**config.mk**
```make
export PLATFORM = sky130hd
export DESIGN_NAME = ccu_top
export DESIGN_NICKNAME = d
export VERILOG_FILES = /design/src/ccu_pkg.sv /design/src/ccu_top.sv /design/src/ccu_value_regs.sv
export VERILOG_INCLUDE_DIRS = /design/src
export SDC_FILE = /design/constraint.sdc
export NUM_CORES = 1
export LEC_CHECK = 0
export BUFFER_PORTS_ARGS = -buffer_cell sky130_fd_sc_hd__buf_4
export CORE_AREA = 3 3 89 91
export DETAILED_ROUTE_END_ITERATION = 10
export DIE_AREA = 0 0 92 94
export PLACE_DENSITY = 0.78
export SYNTH_ARGS = -nofsm -noshare
export SYNTH_HDL_FRONTEND = slang
export SYNTH_SLANG_ARGS = --single-unit
```
**constraint.sdc**
```tcl
create_clock -name core_clk -period 2.7 [get_ports core_clk]
set_clock_uncertainty 0.05 [all_clocks]
set_input_delay 0.27 -clock core_clk [delete_from_list [all_inputs] [get_ports core_clk]]
set_output_delay 0.27 -clock core_clk [all_outputs]
set_load 0.02 [all_outputs]
```
**src/ccu_params.svh**
```systemverilog
// register offsets, field positions, reset values and mode codes of the capture/compare unit
`ifndef CCU_PARAMS_SVH
`define CCU_PARAMS_SVH

`define CCU_OFF_CTRL 5'h00
`define CCU_OFF_CAPSEL 5'h04
`define CCU_OFF_VAL_LO 5'h08
`define CCU_OFF_VAL_HI 5'h0C
`define CCU_OFF_IRQ 5'h10
`define CCU_OFF_STAT 5'h14

`define CCU_CTRL_EN 7
`define CCU_CTRL_OD 5
`define CCU_CTRL_MODE_HI 3
`define CCU_CTRL_RST 8'h00

`define CCU_SEL_SRC_HI 1
`define CCU_SEL_TMR 4
`define CCU_SEL_RST 8'h00

`define CCU_IRQ_FLAG 0
`define CCU_IRQ_EN 1

`define CCU_MODE_OFF 4'h0
`define CCU_MODE_TGL_CLR 4'h1
`define CCU_MODE_TGL 4'h2
`define CCU_MODE_CAP_BOTH 4'h3
`define CCU_MODE_CAP_FALL 4'h4
`define CCU_MODE_CAP_RISE 4'h5
`define CCU_MODE_CAP_R4 4'h6
`define CCU_MODE_CAP_R16 4'h7
`define CCU_MODE_SET 4'h8
`define CCU_MODE_CLR 4'h9
`define CCU_MODE_PULSE 4'hA
`define CCU_MODE_PULSE_CLR 4'hB

`define CCU_PRESC_4_LAST 4'h3
`define CCU_PRESC_16_LAST 4'hF
`define CCU_WAIT_RST 1'b1

`endif

```
**src/ccu_pkg.sv**
```systemverilog
// types shared by the capture/compare unit files
package ccu_pkg;
    typedef logic [15:0] ccu_word_t;
    typedef logic [3:0] ccu_mode_t;
    typedef enum logic [2:0] {
        CCU_EV_NONE,
        CCU_EV_FALL,
        CCU_EV_RISE,
        CCU_EV_RISE4,
        CCU_EV_RISE16,
        CCU_EV_BOTH
    } ccu_evsel_t;
    typedef enum logic [1:0] {
        CCU_CLS_OFF,
        CCU_CLS_CAPTURE,
        CCU_CLS_COMPARE,
        CCU_CLS_PWM
    } ccu_class_t;
endpackage

```
**src/ccu_top.sv**
```systemverilog
// capture/compare unit with avalon-mm register slave
//
// Functional notes
// - value kept as separately addressable low and high byte registers.
// - capture counts come from a 16-bit odd-numbered timer.
// - several units may share one timer when in the same class.
// - output modes allow open-drain drive instead of push-pull.
// - each qualifying capture event copies the full timer count.
// - events are falling, rising, 4th rising, 16th rising, or any edge.
// - capture sets the irq flag; only software clears it.
// - a new capture overwrites an unread value.
// - capture source is chosen by a source selection field.
// - in capture mode the pin is an input; driven pin may trigger.
// - mode change may set the flag spuriously; software clears it.
// - prescaler cleared when off, not capturing, or on reset.
// - direct prescaler change keeps count; software writes zero first.
// - in sleep capture runs only with an externally clocked timer.
// - compare mode matches value against the selected timer count.
// - match toggles, sets, clears or pulses output, optionally clearing timer.
// - every compare mode raises the flag; modes 1 and 11 clear timer.
// - writing zero to control forces the compare latch low.
// - unit output is routed internally for other peripherals.
// - first timer is the default capture/compare time base.
//
// Design decisions made here: the Avalon-MM slave port and the address map.
`timescale 1ns/1ns
`default_nettype none
`include "ccu_params.svh"
module ccu_top
    import ccu_pkg::*;
(
    input wire logic core_clk,
    input wire logic rst_n,
    input wire logic [4:0] avs_address,
    input wire logic avs_read,
    input wire logic avs_write,
    input wire logic [31:0] avs_writedata,
    input wire logic [3:0] avs_byteenable,
    output logic [31:0] avs_readdata,
    output logic avs_waitrequest,
    input wire logic unit_pin_in,
    output logic unit_pin_out,
    output logic unit_pin_oe_n,
    input wire logic pin_direction_bit,
    input wire logic [2:0] capture_alt_in,
    input wire ccu_word_t first_timer_count,
    input wire ccu_word_t third_timer_count,
    input wire logic timer_ext_clk,
    input wire logic sleep_mode,
    output logic timer_clear,
    output logic unit_out,
    output logic unit_irq
);
    logic [7:0] ctrl_q;
    logic [7:0] capsel_q;
    logic irq_flag_q;
    logic irq_en_q;
    logic ack_q;
    logic [2:0] sync_q;
    logic pin_level_q;
    logic src_prev_q;
    logic [3:0] presc_q;
    logic match_prev_q;
    logic latch_q;
    logic pulse_q;
    ccu_word_t value_q;

    logic access;
    logic wr_take;
    logic wr_ok;
    logic src_level;
    logic rise;
    logic fall;
    logic cap_event;
    logic cap_allowed;
    logic match;
    logic match_edge;
    logic wr_lo;
    logic wr_hi;
    logic irq_clear;
    ccu_mode_t mode;
    ccu_class_t cls;
    ccu_evsel_t evsel;
    ccu_word_t timer_sel;
    logic [7:0] rd_byte;

    // operating class of a mode code; PWM codes only decide the pin driver here
    function automatic ccu_class_t mode_class(input ccu_mode_t m);
        ccu_class_t c;
        c = CCU_CLS_OFF;
        case (m)
            `CCU_MODE_OFF: c = CCU_CLS_OFF;
            `CCU_MODE_CAP_BOTH, `CCU_MODE_CAP_FALL, `CCU_MODE_CAP_RISE,
            `CCU_MODE_CAP_R4, `CCU_MODE_CAP_R16: c = CCU_CLS_CAPTURE;
            `CCU_MODE_TGL_CLR, `CCU_MODE_TGL, `CCU_MODE_SET, `CCU_MODE_CLR,
            `CCU_MODE_PULSE, `CCU_MODE_PULSE_CLR: c = CCU_CLS_COMPARE;
            default: c = CCU_CLS_PWM;
        endcase
        return c;
    endfunction

    // capture event kind of a mode code
    function automatic ccu_evsel_t mode_event(input ccu_mode_t m);
        ccu_evsel_t e;
        e = CCU_EV_NONE;
        case (m)
            `CCU_MODE_CAP_FALL: e = CCU_EV_FALL;
            `CCU_MODE_CAP_RISE: e = CCU_EV_RISE;
            `CCU_MODE_CAP_R4: e = CCU_EV_RISE4;
            `CCU_MODE_CAP_R16: e = CCU_EV_RISE16;
            `CCU_MODE_CAP_BOTH: e = CCU_EV_BOTH;
            default: e = CCU_EV_NONE;
        endcase
        return e;
    endfunction

    assign mode = ctrl_q[`CCU_CTRL_MODE_HI:0];
    assign cls = ctrl_q[`CCU_CTRL_EN] ? mode_class(mode) : CCU_CLS_OFF;
    assign evsel = mode_event(mode);

    // ---------------- avalon-mm slave ----------------
    // one wait state: data prepared in the first cycle, taken in the second
    assign access = avs_read || avs_write;
    assign wr_take = avs_write && !avs_waitrequest;
    assign wr_ok = wr_take && avs_byteenable[0];
    assign wr_lo = wr_ok && (avs_address == `CCU_OFF_VAL_LO);
    assign wr_hi = wr_ok && (avs_address == `CCU_OFF_VAL_HI);
    assign irq_clear = wr_ok && (avs_address == `CCU_OFF_IRQ)
        && avs_writedata[`CCU_IRQ_FLAG];

    always_ff @(posedge core_clk or negedge rst_n) begin
        if (!rst_n) begin
            avs_waitrequest <= `CCU_WAIT_RST;
            ack_q <= 1'b0;
        end else if (access && avs_waitrequest && !ack_q) begin
            avs_waitrequest <= 1'b0;
            ack_q <= 1'b1;
        end else begin
            avs_waitrequest <= 1'b1;
            ack_q <= 1'b0;
        end
    end

    always_comb begin
        rd_byte = 8'h00;
        case (avs_address)
            `CCU_OFF_CTRL: rd_byte = ctrl_q;
            `CCU_OFF_CAPSEL: rd_byte = capsel_q;
            `CCU_OFF_VAL_LO: rd_byte = value_q[7:0];
            `CCU_OFF_VAL_HI: rd_byte = value_q[15:8];
            `CCU_OFF_IRQ: rd_byte = {6'h00, irq_en_q, irq_flag_q};
            `CCU_OFF_STAT: rd_byte = {presc_q, 1'b0, src_level, pin_level_q, latch_q};
            default: rd_byte = 8'h00;
        endcase
    end

    always_ff @(posedge core_clk or negedge rst_n) begin
        if (!rst_n) begin
            avs_readdata <= 32'h0000_0000;
        end else if (avs_read && avs_waitrequest && !ack_q) begin
            avs_readdata <= {24'h00_0000, rd_byte};
        end
    end

    // ---------------- configuration registers ----------------
    // mode changes take effect as written: a direct switch keeps the prescaler
    always_ff @(posedge core_clk or negedge rst_n) begin
        if (!rst_n) begin
            ctrl_q <= `CCU_CTRL_RST;
        end else if (wr_ok && (avs_address == `CCU_OFF_CTRL)) begin
            ctrl_q <= avs_writedata[7:0];
        end
    end

    always_ff @(posedge core_clk or negedge rst_n) begin
        if (!rst_n) begin
            capsel_q <= `CCU_SEL_RST;
        end else if (wr_ok && (avs_address == `CCU_OFF_CAPSEL)) begin
            capsel_q <= avs_writedata[7:0];
        end
    end

    always_ff @(posedge core_clk or negedge rst_n) begin
        if (!rst_n) begin
            irq_en_q <= 1'b0;
        end else if (wr_ok && (avs_address == `CCU_OFF_IRQ)) begin
            irq_en_q <= avs_writedata[`CCU_IRQ_EN];
        end
    end

    // ---------------- capture input ----------------
    always_ff @(posedge core_clk or negedge rst_n) begin
        if (!rst_n) begin
            sync_q <= 3'h0;
        end else begin
            sync_q <= {sync_q[1:0], unit_pin_in};
        end
    end

    // level changes only once the last two stages agree
    always_ff @(posedge core_clk or negedge rst_n) begin
        if (!rst_n) begin
            pin_level_q <= 1'b0;
        end else if (sync_q[1] == sync_q[2]) begin
            pin_level_q <= sync_q[2];
        end
    end

    // source 0 is the pin; others are on-chip signals already on this clock
    always_comb begin
        case (capsel_q[`CCU_SEL_SRC_HI:0])
            2'h0: src_level = pin_level_q;
            2'h1: src_level = capture_alt_in[0];
            2'h2: src_level = capture_alt_in[1];
            default: src_level = capture_alt_in[2];
        endcase
    end

    always_ff @(posedge core_clk or negedge rst_n) begin
        if (!rst_n) begin
            src_prev_q <= 1'b0;
        end else begin
            src_prev_q <= src_level;
        end
    end

    assign rise = src_level && !src_prev_q;
    assign fall = !src_level && src_prev_q;
    assign cap_allowed = (cls == CCU_CLS_CAPTURE)
        && (!sleep_mode || timer_ext_clk);

    always_ff @(posedge core_clk or negedge rst_n) begin
        if (!rst_n) begin
            presc_q <= 4'h0;
        end else if (cls != CCU_CLS_CAPTURE) begin
            presc_q <= 4'h0;
        end else if (cap_allowed && rise) begin
            presc_q <= presc_q + 4'h1;
        end
    end

    always_comb begin
        case (evsel)
            CCU_EV_FALL: cap_event = fall;
            CCU_EV_RISE: cap_event = rise;
            CCU_EV_RISE4: cap_event = rise && (presc_q[1:0] == 2'(`CCU_PRESC_4_LAST));
            CCU_EV_RISE16: cap_event = rise && (presc_q == `CCU_PRESC_16_LAST);
            CCU_EV_BOTH: cap_event = rise || fall;
            default: cap_event = 1'b0;
        endcase
    end

    // first timer unless the third is selected; units read it in common
    assign timer_sel = capsel_q[`CCU_SEL_TMR] ? third_timer_count
        : first_timer_count;

    ccu_value_regs u_value (
        .core_clk(core_clk),
        .rst_n(rst_n),
        .wr_lo(wr_lo),
        .wr_hi(wr_hi),
        .wdata(avs_writedata[7:0]),
        .cap_load(cap_allowed && cap_event),
        .cap_data(timer_sel),
        .value_q(value_q)
    );

    // ---------------- compare ----------------
    // act once per match: the timer may stay equal for several clocks
    assign match = (cls == CCU_CLS_COMPARE) && (value_q == timer_sel);
    assign match_edge = match && !match_prev_q;

    always_ff @(posedge core_clk or negedge rst_n) begin
        if (!rst_n) begin
            match_prev_q <= 1'b0;
        end else begin
            match_prev_q <= match;
        end
    end

    always_ff @(posedge core_clk or negedge rst_n) begin
        if (!rst_n) begin
            latch_q <= 1'b0;
        end else if (wr_ok && (avs_address == `CCU_OFF_CTRL)
                && (avs_writedata[7:0] == 8'h00)) begin
            latch_q <= 1'b0;
        end else if (match_edge) begin
            case (mode)
                `CCU_MODE_TGL_CLR, `CCU_MODE_TGL: latch_q <= !latch_q;
                `CCU_MODE_SET: latch_q <= 1'b1;
                `CCU_MODE_CLR: latch_q <= 1'b0;
                default: latch_q <= latch_q;
            endcase
        end
    end

    always_ff @(posedge core_clk or negedge rst_n) begin
        if (!rst_n) begin
            pulse_q <= 1'b0;
        end else begin
            pulse_q <= match_edge && ((mode == `CCU_MODE_PULSE)
                || (mode == `CCU_MODE_PULSE_CLR));
        end
    end

    always_ff @(posedge core_clk or negedge rst_n) begin
        if (!rst_n) begin
            timer_clear <= 1'b0;
        end else begin
            timer_clear <= match_edge && ((mode == `CCU_MODE_TGL_CLR)
                || (mode == `CCU_MODE_PULSE_CLR));
        end
    end

    // ---------------- flag and outputs ----------------
    // a new event in the clearing cycle keeps the flag set
    always_ff @(posedge core_clk or negedge rst_n) begin
        if (!rst_n) begin
            irq_flag_q <= 1'b0;
        end else if ((cap_allowed && cap_event) || match_edge) begin
            irq_flag_q <= 1'b1;
        end else if (irq_clear) begin
            irq_flag_q <= 1'b0;
        end
    end

    always_ff @(posedge core_clk or negedge rst_n) begin
        if (!rst_n) begin
            unit_irq <= 1'b0;
        end else begin
            unit_irq <= irq_flag_q && irq_en_q;
        end
    end

    // pulse output uses the pulse stage, other modes the latch
    always_ff @(posedge core_clk or negedge rst_n) begin
        if (!rst_n) begin
            unit_out <= 1'b0;
        end else begin
            unit_out <= pulse_q || latch_q;
        end
    end

    // open drain only pulls low; capture mode never drives the pin
    always_ff @(posedge core_clk or negedge rst_n) begin
        if (!rst_n) begin
            unit_pin_out <= 1'b0;
            unit_pin_oe_n <= 1'b1;
        end else begin
            unit_pin_out <= ctrl_q[`CCU_CTRL_OD] ? 1'b0 : (pulse_q || latch_q);
            unit_pin_oe_n <= !(((cls == CCU_CLS_COMPARE) || (cls == CCU_CLS_PWM))
                && !pin_direction_bit
                && (!ctrl_q[`CCU_CTRL_OD] || !(pulse_q || latch_q)));
        end
    end
endmodule
`default_nettype wire

```
**src/ccu_value_regs.sv**
```systemverilog
// capture/compare value held as two byte registers with capture load
`timescale 1ns/1ns
`default_nettype none
module ccu_value_regs
    import ccu_pkg::*;
(
    input wire logic core_clk,
    input wire logic rst_n,
    input wire logic wr_lo,
    input wire logic wr_hi,
    input wire logic [7:0] wdata,
    input wire logic cap_load,
    input wire ccu_word_t cap_data,
    output ccu_word_t value_q
);
    // capture overwrites whatever software has not read yet
    always_ff @(posedge core_clk or negedge rst_n) begin
        if (!rst_n) begin
            value_q <= 16'h0000;
        end else if (cap_load) begin
            value_q <= cap_data;
        end else begin
            if (wr_lo) begin
                value_q[7:0] <= wdata;
            end
            if (wr_hi) begin
                value_q[15:8] <= wdata;
            end
        end
    end
endmodule
`default_nettype wire

```
==> flow_summary.json, run 1 <==
{
  "grt_pass1_wl_mm": 13.73,
  "rows": 31,
  "hold_ws_ps": 64.16,
  "synth-seq-area-share": 0.4323,
  "fmax_ghz": 0.3971,
  "drv_slew": 0,
  "required_ps": 2860,
  "slew_headroom": 0.4889,
  "cp-end-kind": "flip-flop",
  "diodes": 0,
  "dp_cells": 489,
  "p_per_area_mw_per_mm2": 549.2,
  "worst_pin_slew_ps": 766.7,
  "synthesis.area_sq_mm": 0.003537,
  "die_w_um": 92,
  "cp_max_fo": 17,
  "numCtsBuffers": 9,
  "p_leak_nw": 2.242,
  "ys_seq_elements": 61,
  "dieArea_sq_mm": 0.008648,
  "avgSynthCellArea_sq_um": 11.09,
  "drive_above_1_share": 0.2990,
  "initial_core_util": 0.4903,
  "drt-initial-drc-count": 266,
  "routed_wl_mm": 8.450,
  "syn_to_final_growth_pct": 22.32,
  "drc_errors": 0,
  "viasPerCell": 5.404,
  "wire_per_inst_um": 16.67,
  "arrival_ps": 2680,
  "port_buffers": 70,
  "final_cells": 507,
  "first_global_vias": 2785,
  "worstSetupStartpointType": "flip-flop",
  "hold_class": "input port to flip-flop",
  "cts_tree": "done",
  "grt.total_usage": 0.2056,
  "cts_resized": 0,
  "clk_path_buf_depth": 2,
  "path_class": "flip-flop to flip-flop",
  "final-setup-viol-count": 0,
  "hpwl_mm": 6.349,
  "ant_nets": 0,
  "antenna_found_initial": 0,
  "pin_count": 122,
  "dr.pass1.iters": 4,
  "vdd_drop_max_v": 0.0003250,
  "status": "finished, final reports clean",
  "nets": 494,
  "yosysWarnings": 0,
  "finalCritPeriodShare": 0.9328,
  "die_h_um": 94,
  "synthCells": 319,
  "htreeDepth": 3,
  "gp_congestion": 0.8367,
  "hold_violations": 0,
  "vias": 2740,
  "grt_max_degree": 62,
  "synth-main-ff-cell": "dfrtp_1",
  "async_flop_share": 1.000,
  "clock_latency_ps": 340,
  "cts_root_buf": "clkbuf_8",
  "core_sq_mm": 0.007214,
  "globalRouteOverflowTotal": 0,
  "rsz0062_at_grt": "false",
  "synth_edf_count": 0,
  "post-route-min-period_ps": 2518,
  "clock_sinks": 61,
  "clk_pin_slew_ps": 70,
  "synth_cell_types": 50,
  "setup_tns_ps": 0,
  "maxCapViolCount": 0
}
==> registers in the layout, indices dropped and copies added, names as in the netlist <==
register and flops:
pin_level_q 1, ack_q 1, avs_readdata 8, irq_flag_q 1, capsel_q 8, avs_waitrequest 1
presc_q 4, match_prev_q 1, unit_out 1, unit_pin_oe_n 1, unit_pin_out 1, timer_clear 1
unit_irq 1, pulse_q 1, sync_q 3, ctrl_q 8, u_value.value_q 16, latch_q 1
irq_en_q 1, src_prev_q 1
==> timing repair <==
| action | in CTS | in global routing |
|---|---|---|
| hold endpoints to repair | 60 | 0 |
| buffers inserted | 0 | 0 |
| hold buffers | 2 | 0 |
| endpoints found under the setup margin | 0 | 0 |
==> metrics by stage <==
stage,cell area [sq um],power [mW],setup WS [ps],util
finish,4327,2.376,181.5,0.5997
global route,4327,2.494,51.00,0.5997
CTS,4327,2.390,195.7,0.5997
detailed placement,4116,1.601,220.2,0.5706
global placement,4116,1.582,245.9,0.5706
floorplan,3623,1.442,224.4,-
==> where the power goes <==
part,leakage (nW),switching (mW),internal [mW],total [mW]
registers,0.811,0.0769,1.00,1.08
clock network,0.0987,0.366,0.420,0.787
logic,1.33,0.281,0.232,0.513
==> layer usage <==
metal	up-vias	share of wire	global-route usage
met1	1332	0.43	0.2606
met4	0	0.018	0.09406
li1	1287	-	-
met3	13	0.063	0.03686
met2	108	0.49	0.3431
met5	-	0	0
==> kinds of logic after synthesis <==
kind of cell,share of synthesized area
simple gates,0.1210
mux,0.1974
flops,0.4323
compound gates,0.09657
buf+inv,0.07959
xor+xnor,0.04457
fa+ha+maj,0.02759
other cells,0.001060
==> placed cells by master, fill, tap and decap left out, types with 2 or more instances in the layout <==
cell type / count
nand2_1: 20
a22oi_1: 12
and2_1: 2
nor4_2: 4
nand3_1: 14
clkbuf_8: 9
buf_4: 79
nor2b_1: 2
clkinv_2: 4
a21o_1: 2
nor3_2: 2
nand3b_1: 2
nor2_1: 11
xor2_1: 5
mux2i_1: 49
xnor2_1: 13
a22o_1: 8
nand4b_1: 2
dfstp_2: 2
a222oi_1: 2
inv_1: 10
conb_1: 24
o211a_1: 2
mux2_2: 14
mux2i_2: 2
nor3_1: 5
nor4_1: 4
dfrtp_1: 59
ha_1: 7
o21ai_0: 7
a21oi_1: 6
dlygate4sd3_1: 2
or3_1: 2
==> critical path: stages, from the launching register on <==
cell	delay (ps)
dfrtp_1	400
mux4_2	620
ha_1	320
nor2_1	130
a21o_1	100
a31oi_1	90
a311o_1	360
buf_12	180
mux2i_1	130
==> Yosys cell counts (4+ instances only) <==
master | number | share of area
nor4_1 | 4 | 0.0071
inv_1 | 10 | 0.011
a21oi_1 | 6 | 0.0085
nand3_1 | 14 | 0.020
nor4_2 | 4 | 0.014
a22o_1 | 8 | 0.020
dfrtp_1 | 59 | 0.42
nand2_1 | 20 | 0.021
a22oi_1 | 12 | 0.025
ha_1 | 7 | 0.025
xnor2_1 | 13 | 0.032
nor2_1 | 11 | 0.012
o21ai_0 | 7 | 0.0099
xor2_1 | 5 | 0.012
mux2_2 | 14 | 0.045
buf_4 | 26 | 0.055
nor3_1 | 5 | 0.0071
mux2i_1 | 49 | 0.14
==> layout make-up <==
cell class              count  area [sq um]
clock inverters             7         66.31
multi-input cells         239          1813
repair buffers             82         633.1
well taps                  99         123.9
fillers                   625          2888
flip-flops and latches     61          1529
inverters                  10         37.54
clock buffers               9         123.9
==> worst paths after layout <==
path | start | to | slack, ps | cells past startpoint
worst max-delay path | capsel_q[1]$_DFFE_PN0P_ | u_value.value_q[10]$_DFFE_PN0P_ | 180 | 8
worst min-delay path | avs_read | avs_waitrequest$_DFF_PN1_ | 60 | 2
worst max register to register | capsel_q[1]$_DFFE_PN0P_ | u_value.value_q[10]$_DFFE_PN0P_ | 180 | 8
worst min register to register | sync_q[0]$_DFF_PN0_ | sync_q[1]$_DFF_PN0_ | 310 | 0
max in group asynchronous | rst_n | presc_q[2]$_DFFE_PN0P_ | 1590 | 2
min in group asynchronous | rst_n | timer_clear$_DFF_PN0_ | 500 | 2
(Power assumes the default switching activity.)
==> inputs of run 2 (changes only) <==
--- a/config.mk
+++ b/config.mk
@@ -7,10 +7,10 @@
 export NUM_CORES = 1
 export LEC_CHECK = 0
 export BUFFER_PORTS_ARGS = -buffer_cell sky130_fd_sc_hd__buf_4
-export CORE_AREA = 3 3 89 91
+export CORE_AREA = 2 2 87 89
 export DETAILED_ROUTE_END_ITERATION = 10
-export DIE_AREA = 0 0 92 94
-export PLACE_DENSITY = 0.78
+export DIE_AREA = 0 0 89 91
+export PLACE_DENSITY = 0.79
 export SYNTH_ARGS = -nofsm -noshare
 export SYNTH_HDL_FRONTEND = slang
 export SYNTH_SLANG_ARGS = --single-unit
==> constraint.sdc (replaced) <==
create_clock -name core_clk -period 2.5 [get_ports core_clk]
set_clock_uncertainty 0.05 [all_clocks]
set_input_delay 0.25 -clock core_clk [delete_from_list [all_inputs] [get_ports core_clk]]
set_output_delay 0.25 -clock core_clk [all_outputs]
set_load 0.02 [all_outputs]
==> run 2 against run 1 <==
Net effect:
- cell area rose by 2.5%
- sequential power rose by 8%
- critical endpoint is now u_value.value_q[9]$_DFFE_PN0P_
- via count rose by 2.1%
==> flow_summary.json, run 2 (synthesis gave the netlist of run 1 again) <==
{
  "dp_cells": 489,
  "final_util": 0.6213,
  "vdd_drop_max_v": 0.0003073,
  "p_leak_nw": 2.281,
  "rsz0062_at_grt": "true",
  "drive_above_1_share": 0.3277,
  "place_ws_ps": 10.26,
  "syn_to_final_growth_pct": 25.36,
  "initial_core_util": 0.4956,
  "worst_pin_slew_ps": 768.5,
  "diodes": 0,
  "status": "finished, final reports clean",
  "pwr-share-comb": 0.218,
  "rows": 31,
  "hold_class": "input port to flip-flop",
  "cp-end-kind": "flip-flop",
  "power.internal_mw": 1.941,
  "cts_tree": "done",
  "pin_count": 122,
  "core_sq_mm": 0.007137,
  "drt-initial-drc-count": 225,
  "largest_reg_flops": 16,
  "vias": 2797,
  "clock_latency_ps": 350,
  "design_area_sq_mm": 0.004434,
  "max_flop_register": "u_value.value_q",
  "htreeDepth": 3,
  "first_global_vias": 2760,
  "arrival_ps": 2670,
  "hold_violations": 0,
  "layout_commonest_cell": "buf_4",
  "numCtsBuffers": 9,
  "dr.pass1.iters": 4,
  "cp_max_fo": 17,
  "antenna_found_initial": 0,
  "setup_slack_ps": 36.10,
  "most-common-layout-cells": "buf_4, dfrtp_1, mux2i_1, conb_1, nand2_1",
  "slew_headroom": 0.4877,
  "cts_root_buf": "clkbuf_8",
  "grt_max_degree": 62,
  "worstSetupStartpointType": "flip-flop",
  "hold_ws_ps": 28.77,
  "gp_congestion": 0.8621,
  "die_h_um": 91,
  "globalRouteOverflowTotal": 0,
  "power_frac_seq": 0.423,
  "clock_sinks": 61,
  "wire_per_inst_um": 17.05,
  "final-setup-viol-count": 0,
  "clk_path_buf_depth": 2,
  "grt_pass1_wl_mm": 14.01,
  "p_sw_mw": 0.8104,
  "p_per_area_mw_per_mm2": 620.5,
  "drc_errors": 0,
  "maxCapViolCount": 0,
  "viasPerCell": 5.474,
  "dieArea_sq_mm": 0.008099,
  "port_buffers": 70,
  "hpwl_mm": 6.378,
  "die_w_um": 89,
  "switching_share": 0.2945,
  "clk_pin_slew_ps": 70,
  "placed_area_sq_mm": 0.004116,
  "drv_slew": 0,
  "routed_wl_mm": 8.712,
  "path_class": "flip-flop to flip-flop",
  "final_cells": 511,
  "grt.total_usage": 0.2286,
  "nets": 498,
  "pwr-share-clk": 0.359,
  "finalCritPeriodShare": 0.9856,
  "post-route-min-period_ps": 2464,
  "fmax_ghz": 0.4059,
  "ant_nets": 0,
  "required_ps": 2710
}
[run 2: per-layer routing]
layer	up-vias	routed length [um]	global-route usage
li1	1288	-	-
met1	1391	3663	0.3082
met2	113	4351	0.3551
met3	5	600	0.06455
met4	0	97	0.07214
met5	-	0	0
[run 2: through the flow]
step | TNS, ps | power [mW]
detailed placement | 0 | 1.734
CTS | 0 | 2.725
finish | 0 | 2.752
floorplan | 0 | 1.557
global placement | 0 | 1.711
global route | -268.9 | 2.877
[run 2: critical path, stage by stage (launching register included)]
cell and delay (ps):
dfrtp_1 400, mux4_2 600, ha_4 300, nor2_2 30
a21o_1 150, a31oi_1 170, a311o_1 240, buf_12 200
mux2i_2 230
[run 2: area by class of cell]
| class | instances | area [sq um] |
|---|---|---|
| repair buffers | 86 | 663.1 |
| flip-flops and latches | 61 | 1529 |
| fillers | 587 | 2703 |
| clock buffers | 10 | 137.6 |
| inverters | 10 | 37.54 |
| well taps | 99 | 123.9 |
| multi-input cells | 239 | 1857 |
| clock inverters | 6 | 86.33 |
[run 2: power by group through the flow]
stage	combinational, mW	sequential, mW	clock [mW]
after global placement	0.537	1.17	0
final	0.599	1.17	0.987
after global routing	0.657	1.17	1.05
after CTS	0.565	1.16	0.997
after detailed placement	0.553	1.18	0
after floorplan	0.391	1.17	0
[run 2: timing repair]
action	in CTS	in global routing
buffers inserted	1	3
resized for setup	0	9
pin swaps	0	3
endpoints found under the setup margin	1	19
hold buffers	2	0
endpoints found under the hold margin	60	0
[run 2: worst paths after layout]
path	start	end	slack, ps	cells past startpoint
hold / removal	avs_read	avs_waitrequest$_DFF_PN1_	30	2
setup / recovery	capsel_q[1]$_DFFE_PN0P_	u_value.value_q[9]$_DFFE_PN0P_	40	8
hold reg to reg	sync_q[0]$_DFF_PN0_	sync_q[1]$_DFF_PN0_	300	0
max in group asynchronous	rst_n	presc_q[2]$_DFFE_PN0P_	1420	2
setup reg to reg	capsel_q[1]$_DFFE_PN0P_	u_value.value_q[9]$_DFFE_PN0P_	40	8
min in group asynchronous	rst_n	latch_q$_DFFE_PN0P_	460	2
==> inputs of run 3 (changes only) <==
--- a/config.mk
+++ b/config.mk
@@ -6,11 +6,13 @@
 export SDC_FILE = /design/constraint.sdc
 export NUM_CORES = 1
 export LEC_CHECK = 0
+export ABC_CLOCK_PERIOD_IN_PS = 2500
 export BUFFER_PORTS_ARGS = -buffer_cell sky130_fd_sc_hd__buf_4
-export CORE_AREA = 2 2 87 89
+export CORE_AREA = 2 2 88 90
 export DETAILED_ROUTE_END_ITERATION = 10
-export DIE_AREA = 0 0 89 91
+export DIE_AREA = 0 0 90 92
 export PLACE_DENSITY = 0.79
 export SYNTH_ARGS = -nofsm -noshare
 export SYNTH_HDL_FRONTEND = slang
+export SYNTH_HIERARCHICAL = 1
 export SYNTH_SLANG_ARGS = --single-unit
==> run 3 against run 2 <==
Net effect:
- final cell count up 5.7%
- first-iteration DRC count down 18%
- synthesized area grew 3.6%
- global-route usage decreased by 1.1 points
- non-clock buffer count shrank 4
- total power shrank 2.0%
- sequential cell count stayed put
- cell area increased by 1.7%
- clock power down 12%
- worst setup slack gained 17 ps
- critical path type unchanged
- critical endpoint is now u_value/value_q[5]$_DFFE_PN0P_
- largest power group unchanged
==> flow_summary.json, run 3 <==
{
  "hold_end": "avs_waitrequest$_DFF_PN1_",
  "avgSynthCellArea_sq_um": 10.26,
  "gp_congestion": 0.8708,
  "nets": 524,
  "fmax_ghz": 0.4087,
  "most-common-layout-cells": "buf_4, dfrtp_1, nand2_1, mux2_2",
  "wl_met3_um": 449,
  "synth_commonest_cells": "dfrtp_1, nand2_1, mux2_2",
  "maxCapViolCount": 0,
  "drv_slew": 0,
  "viasPerCell": 5.478,
  "clock_sinks": 61,
  "multi_input_area_sq_mm": 0.001934,
  "final-setup-viol-count": 0,
  "worstHoldStart": "avs_read",
  "numCtsBuffers": 9,
  "yosysWarnings": 6,
  "yosys.area.top_type_share": 0.4030,
  "cts_tree": "done",
  "clock_latency_ps": 340,
  "arrival_ps": 2670,
  "initial_core_util": 0.4919,
  "syn_to_final_growth_pct": 23.09,
  "dieArea_sq_mm": 0.008280,
  "hpwl_mm": 6.363,
  "clk_pin_slew_ps": 70,
  "port_buffers": 70,
  "synth-adder-area-share": 0.02664,
  "met2WireLength_mm": 4.423,
  "grt_max_degree": 62,
  "synthCells": 357,
  "p_leak_nw": 2.011,
  "async_flop_share": 1.000,
  "largest_reg_flops": 16,
  "r2r_end": "u_value/value_q[5]$_DFFE_PN0P_",
  "slew_headroom": 0.4844,
  "worst_pin_slew_ps": 773.4,
  "wire_per_inst_um": 16.47,
  "top_layer_used": "met4",
  "regArea_sq_mm": 0.001529,
  "finalCritPeriodShare": 0.9787,
  "vias": 2958,
  "path_class": "flip-flop to flip-flop",
  "die_h_um": 92,
  "synthesis.area_sq_mm": 0.003664,
  "routed_wl_mm": 8.893,
  "synth_top_family_by_area": "multiplexers",
  "grt.total_usage": 0.2174,
  "cp-end-kind": "flip-flop",
  "wl_met1_mm": 3.778,
  "nFillCells": 616,
  "design_area_sq_mm": 0.004509,
  "yosysMostFrequentCell": "dfrtp_1",
  "globalRouteOverflowTotal": 0,
  "cpPeakStageDelay_ps": 570,
  "pin_count": 122,
  "htreeDepth": 3,
  "grt_pass1_wl_mm": 14.02,
  "synth_compound_area_frac": 0.1069,
  "status": "finished, final reports clean",
  "vdd_drop_max_v": 0.0003309,
  "timing.reg2reg.setup_slack_ps": 50,
  "cts_root_buf": "clkbuf_8",
  "setup_tns_ps": 0,
  "post-route-min-period_ps": 2447,
  "cp_max_fo": 16,
  "antenna_found_initial": 0,
  "drive_above_1_share": 0.3174,
  "p_per_area_mw_per_mm2": 598.2,
  "max_flop_register": "u_value/value_q",
  "synth-main-ff-cell": "dfrtp_1",
  "worstSetupStartpointType": "flip-flop",
  "synth.area.mux_share": 0.1895,
  "hold_class": "input port to flip-flop",
  "cp_slowest_cell": "mux4_2",
  "required_ps": 2730,
  "placed_area_sq_mm": 0.004213,
  "hold_violations": 0,
  "core_sq_mm": 0.007447,
  "r2r_start": "capsel_q[1]$_DFFE_PN0P_",
  "diodes": 0,
  "synthXorXnorAreaFrac": 0.04542,
  "synth_edf_count": 0,
  "clk_path_buf_depth": 2,
  "drt-initial-drc-count": 185,
  "netlist_top_cells_area": "dfrtp_1, mux2_2, mux2i_1",
  "rows": 32,
  "drc_errors": 0,
  "synth_area_leader_cell": "dfrtp_1",
  "hold_depth": 2,
  "dr.pass1.iters": 5,
  "first_global_vias": 2875,
  "ys_seq_elements": 61,
  "synthSimpleGateAreaFrac": 0.1260,
  "synth-seq-area-share": 0.4173,
  "path_cells": "mux4_2, buf_4, inv_1, ha_1, a21oi_1, nand3b_1, a311oi_4, buf_6, clkbuf_16, nand2_1, o21ai_1",
  "layout_commonest_cell": "buf_4",
  "ant_nets": 0,
  "synth_cell_types": 55,
  "rr_worst_depth": 11,
  "die_w_um": 90
}
## run 3: changes by cell type after synthesis, moves of 13 or more
cell     delta
o21ai_1    +15
nand2_1    +14
mux2_2     +15
mux2i_1    -25
xor2_1     +13
## run 3: kinds of logic after synthesis
family,Yosys count
compound gates,63
xor+xnor,19
fa+ha+maj,8
buf+inv,51
flops,61
mux,60
other cells,1
simple gates,94
## run 3: area by class of cell
class	instances	share of cell area
Timing Repair Buffer	82	0.1518
Clock buffer	12	0.03219
Multi-Input combinational cell	268	0.4290
Clock inverter	4	0.01054
Inverter	11	0.009157
Tap cell	102	0.02830
Sequential cell	61	0.3391
## run 3: power breakdown
part	switching [mW]	internal, mW
Clock	0.384	0.485
Combinational	0.331	0.299
Sequential	0.0990	1.10
Total	0.815	1.88
## run 3: timing repair
action                                  in CTS  in global routing
buffers inserted                             0                  2
endpoints found under the setup margin       0                 17
hold buffers                                 2                  0
resized for setup                            0                  3
hold endpoints to repair                    60                  0
## run 3: how the worst max path moves through the flow
stage,to,depth (start not counted),start
after global routing,u_value/value_q[0]$_DFFE_PN0P_,10,capsel_q[1]$_DFFE_PN0P_
after global placement,u_value/value_q[6]$_DFFE_PN0P_,8,capsel_q[1]$_DFFE_PN0P_
after CTS,u_value/value_q[3]$_DFFE_PN0P_,9,capsel_q[1]$_DFFE_PN0P_
final,u_value/value_q[5]$_DFFE_PN0P_,11,capsel_q[1]$_DFFE_PN0P_
after detailed placement,u_value/value_q[3]$_DFFE_PN0P_,9,capsel_q[1]$_DFFE_PN0P_
after floorplan,u_value/value_q[10]$_DFFE_PN0P_,8,capsel_q[1]$_DFFE_PN0P_
## run 3: metrics by stage
stage / setup slack [ps] / utilization / total power [mW] / std cells / hold WS, ps
2_1_floorplan: 9.131 / - / 1.618 / 380 / -95.59
3_3_place_gp: 142.7 / 0.5657 / 1.799 / 518 / 284.4
3_5_place_dp: 47.58 / 0.5657 / 1.824 / 518 / 299.7
4_1_cts: 23.79 / 0.5943 / 2.692 / 536 / 22.51
5_1_grt: -30.25 / 0.6055 / 2.838 / 540 / 56.79
6_report: 53.37 / 0.6055 / 2.698 / 540 / 31.10
## run 3: metal layers
metal / vias up / global-route usage
met5: - / 0
met4: 0 / 0.08333
met3: 26 / 0.06984
met2: 118 / 0.3584
met1: 1446 / 0.2672
li1: 1368 / -
## run 3: worst max-delay path: cells and delay by family, from the launching register on
kind	cells	cell delay [ps]
buffers and inverters	4	580
muxes	1	570
DFF	1	400
AOI/OAI and AO/OA	3	350
and+or+nand+nor	2	270
adders and majority gates	1	140
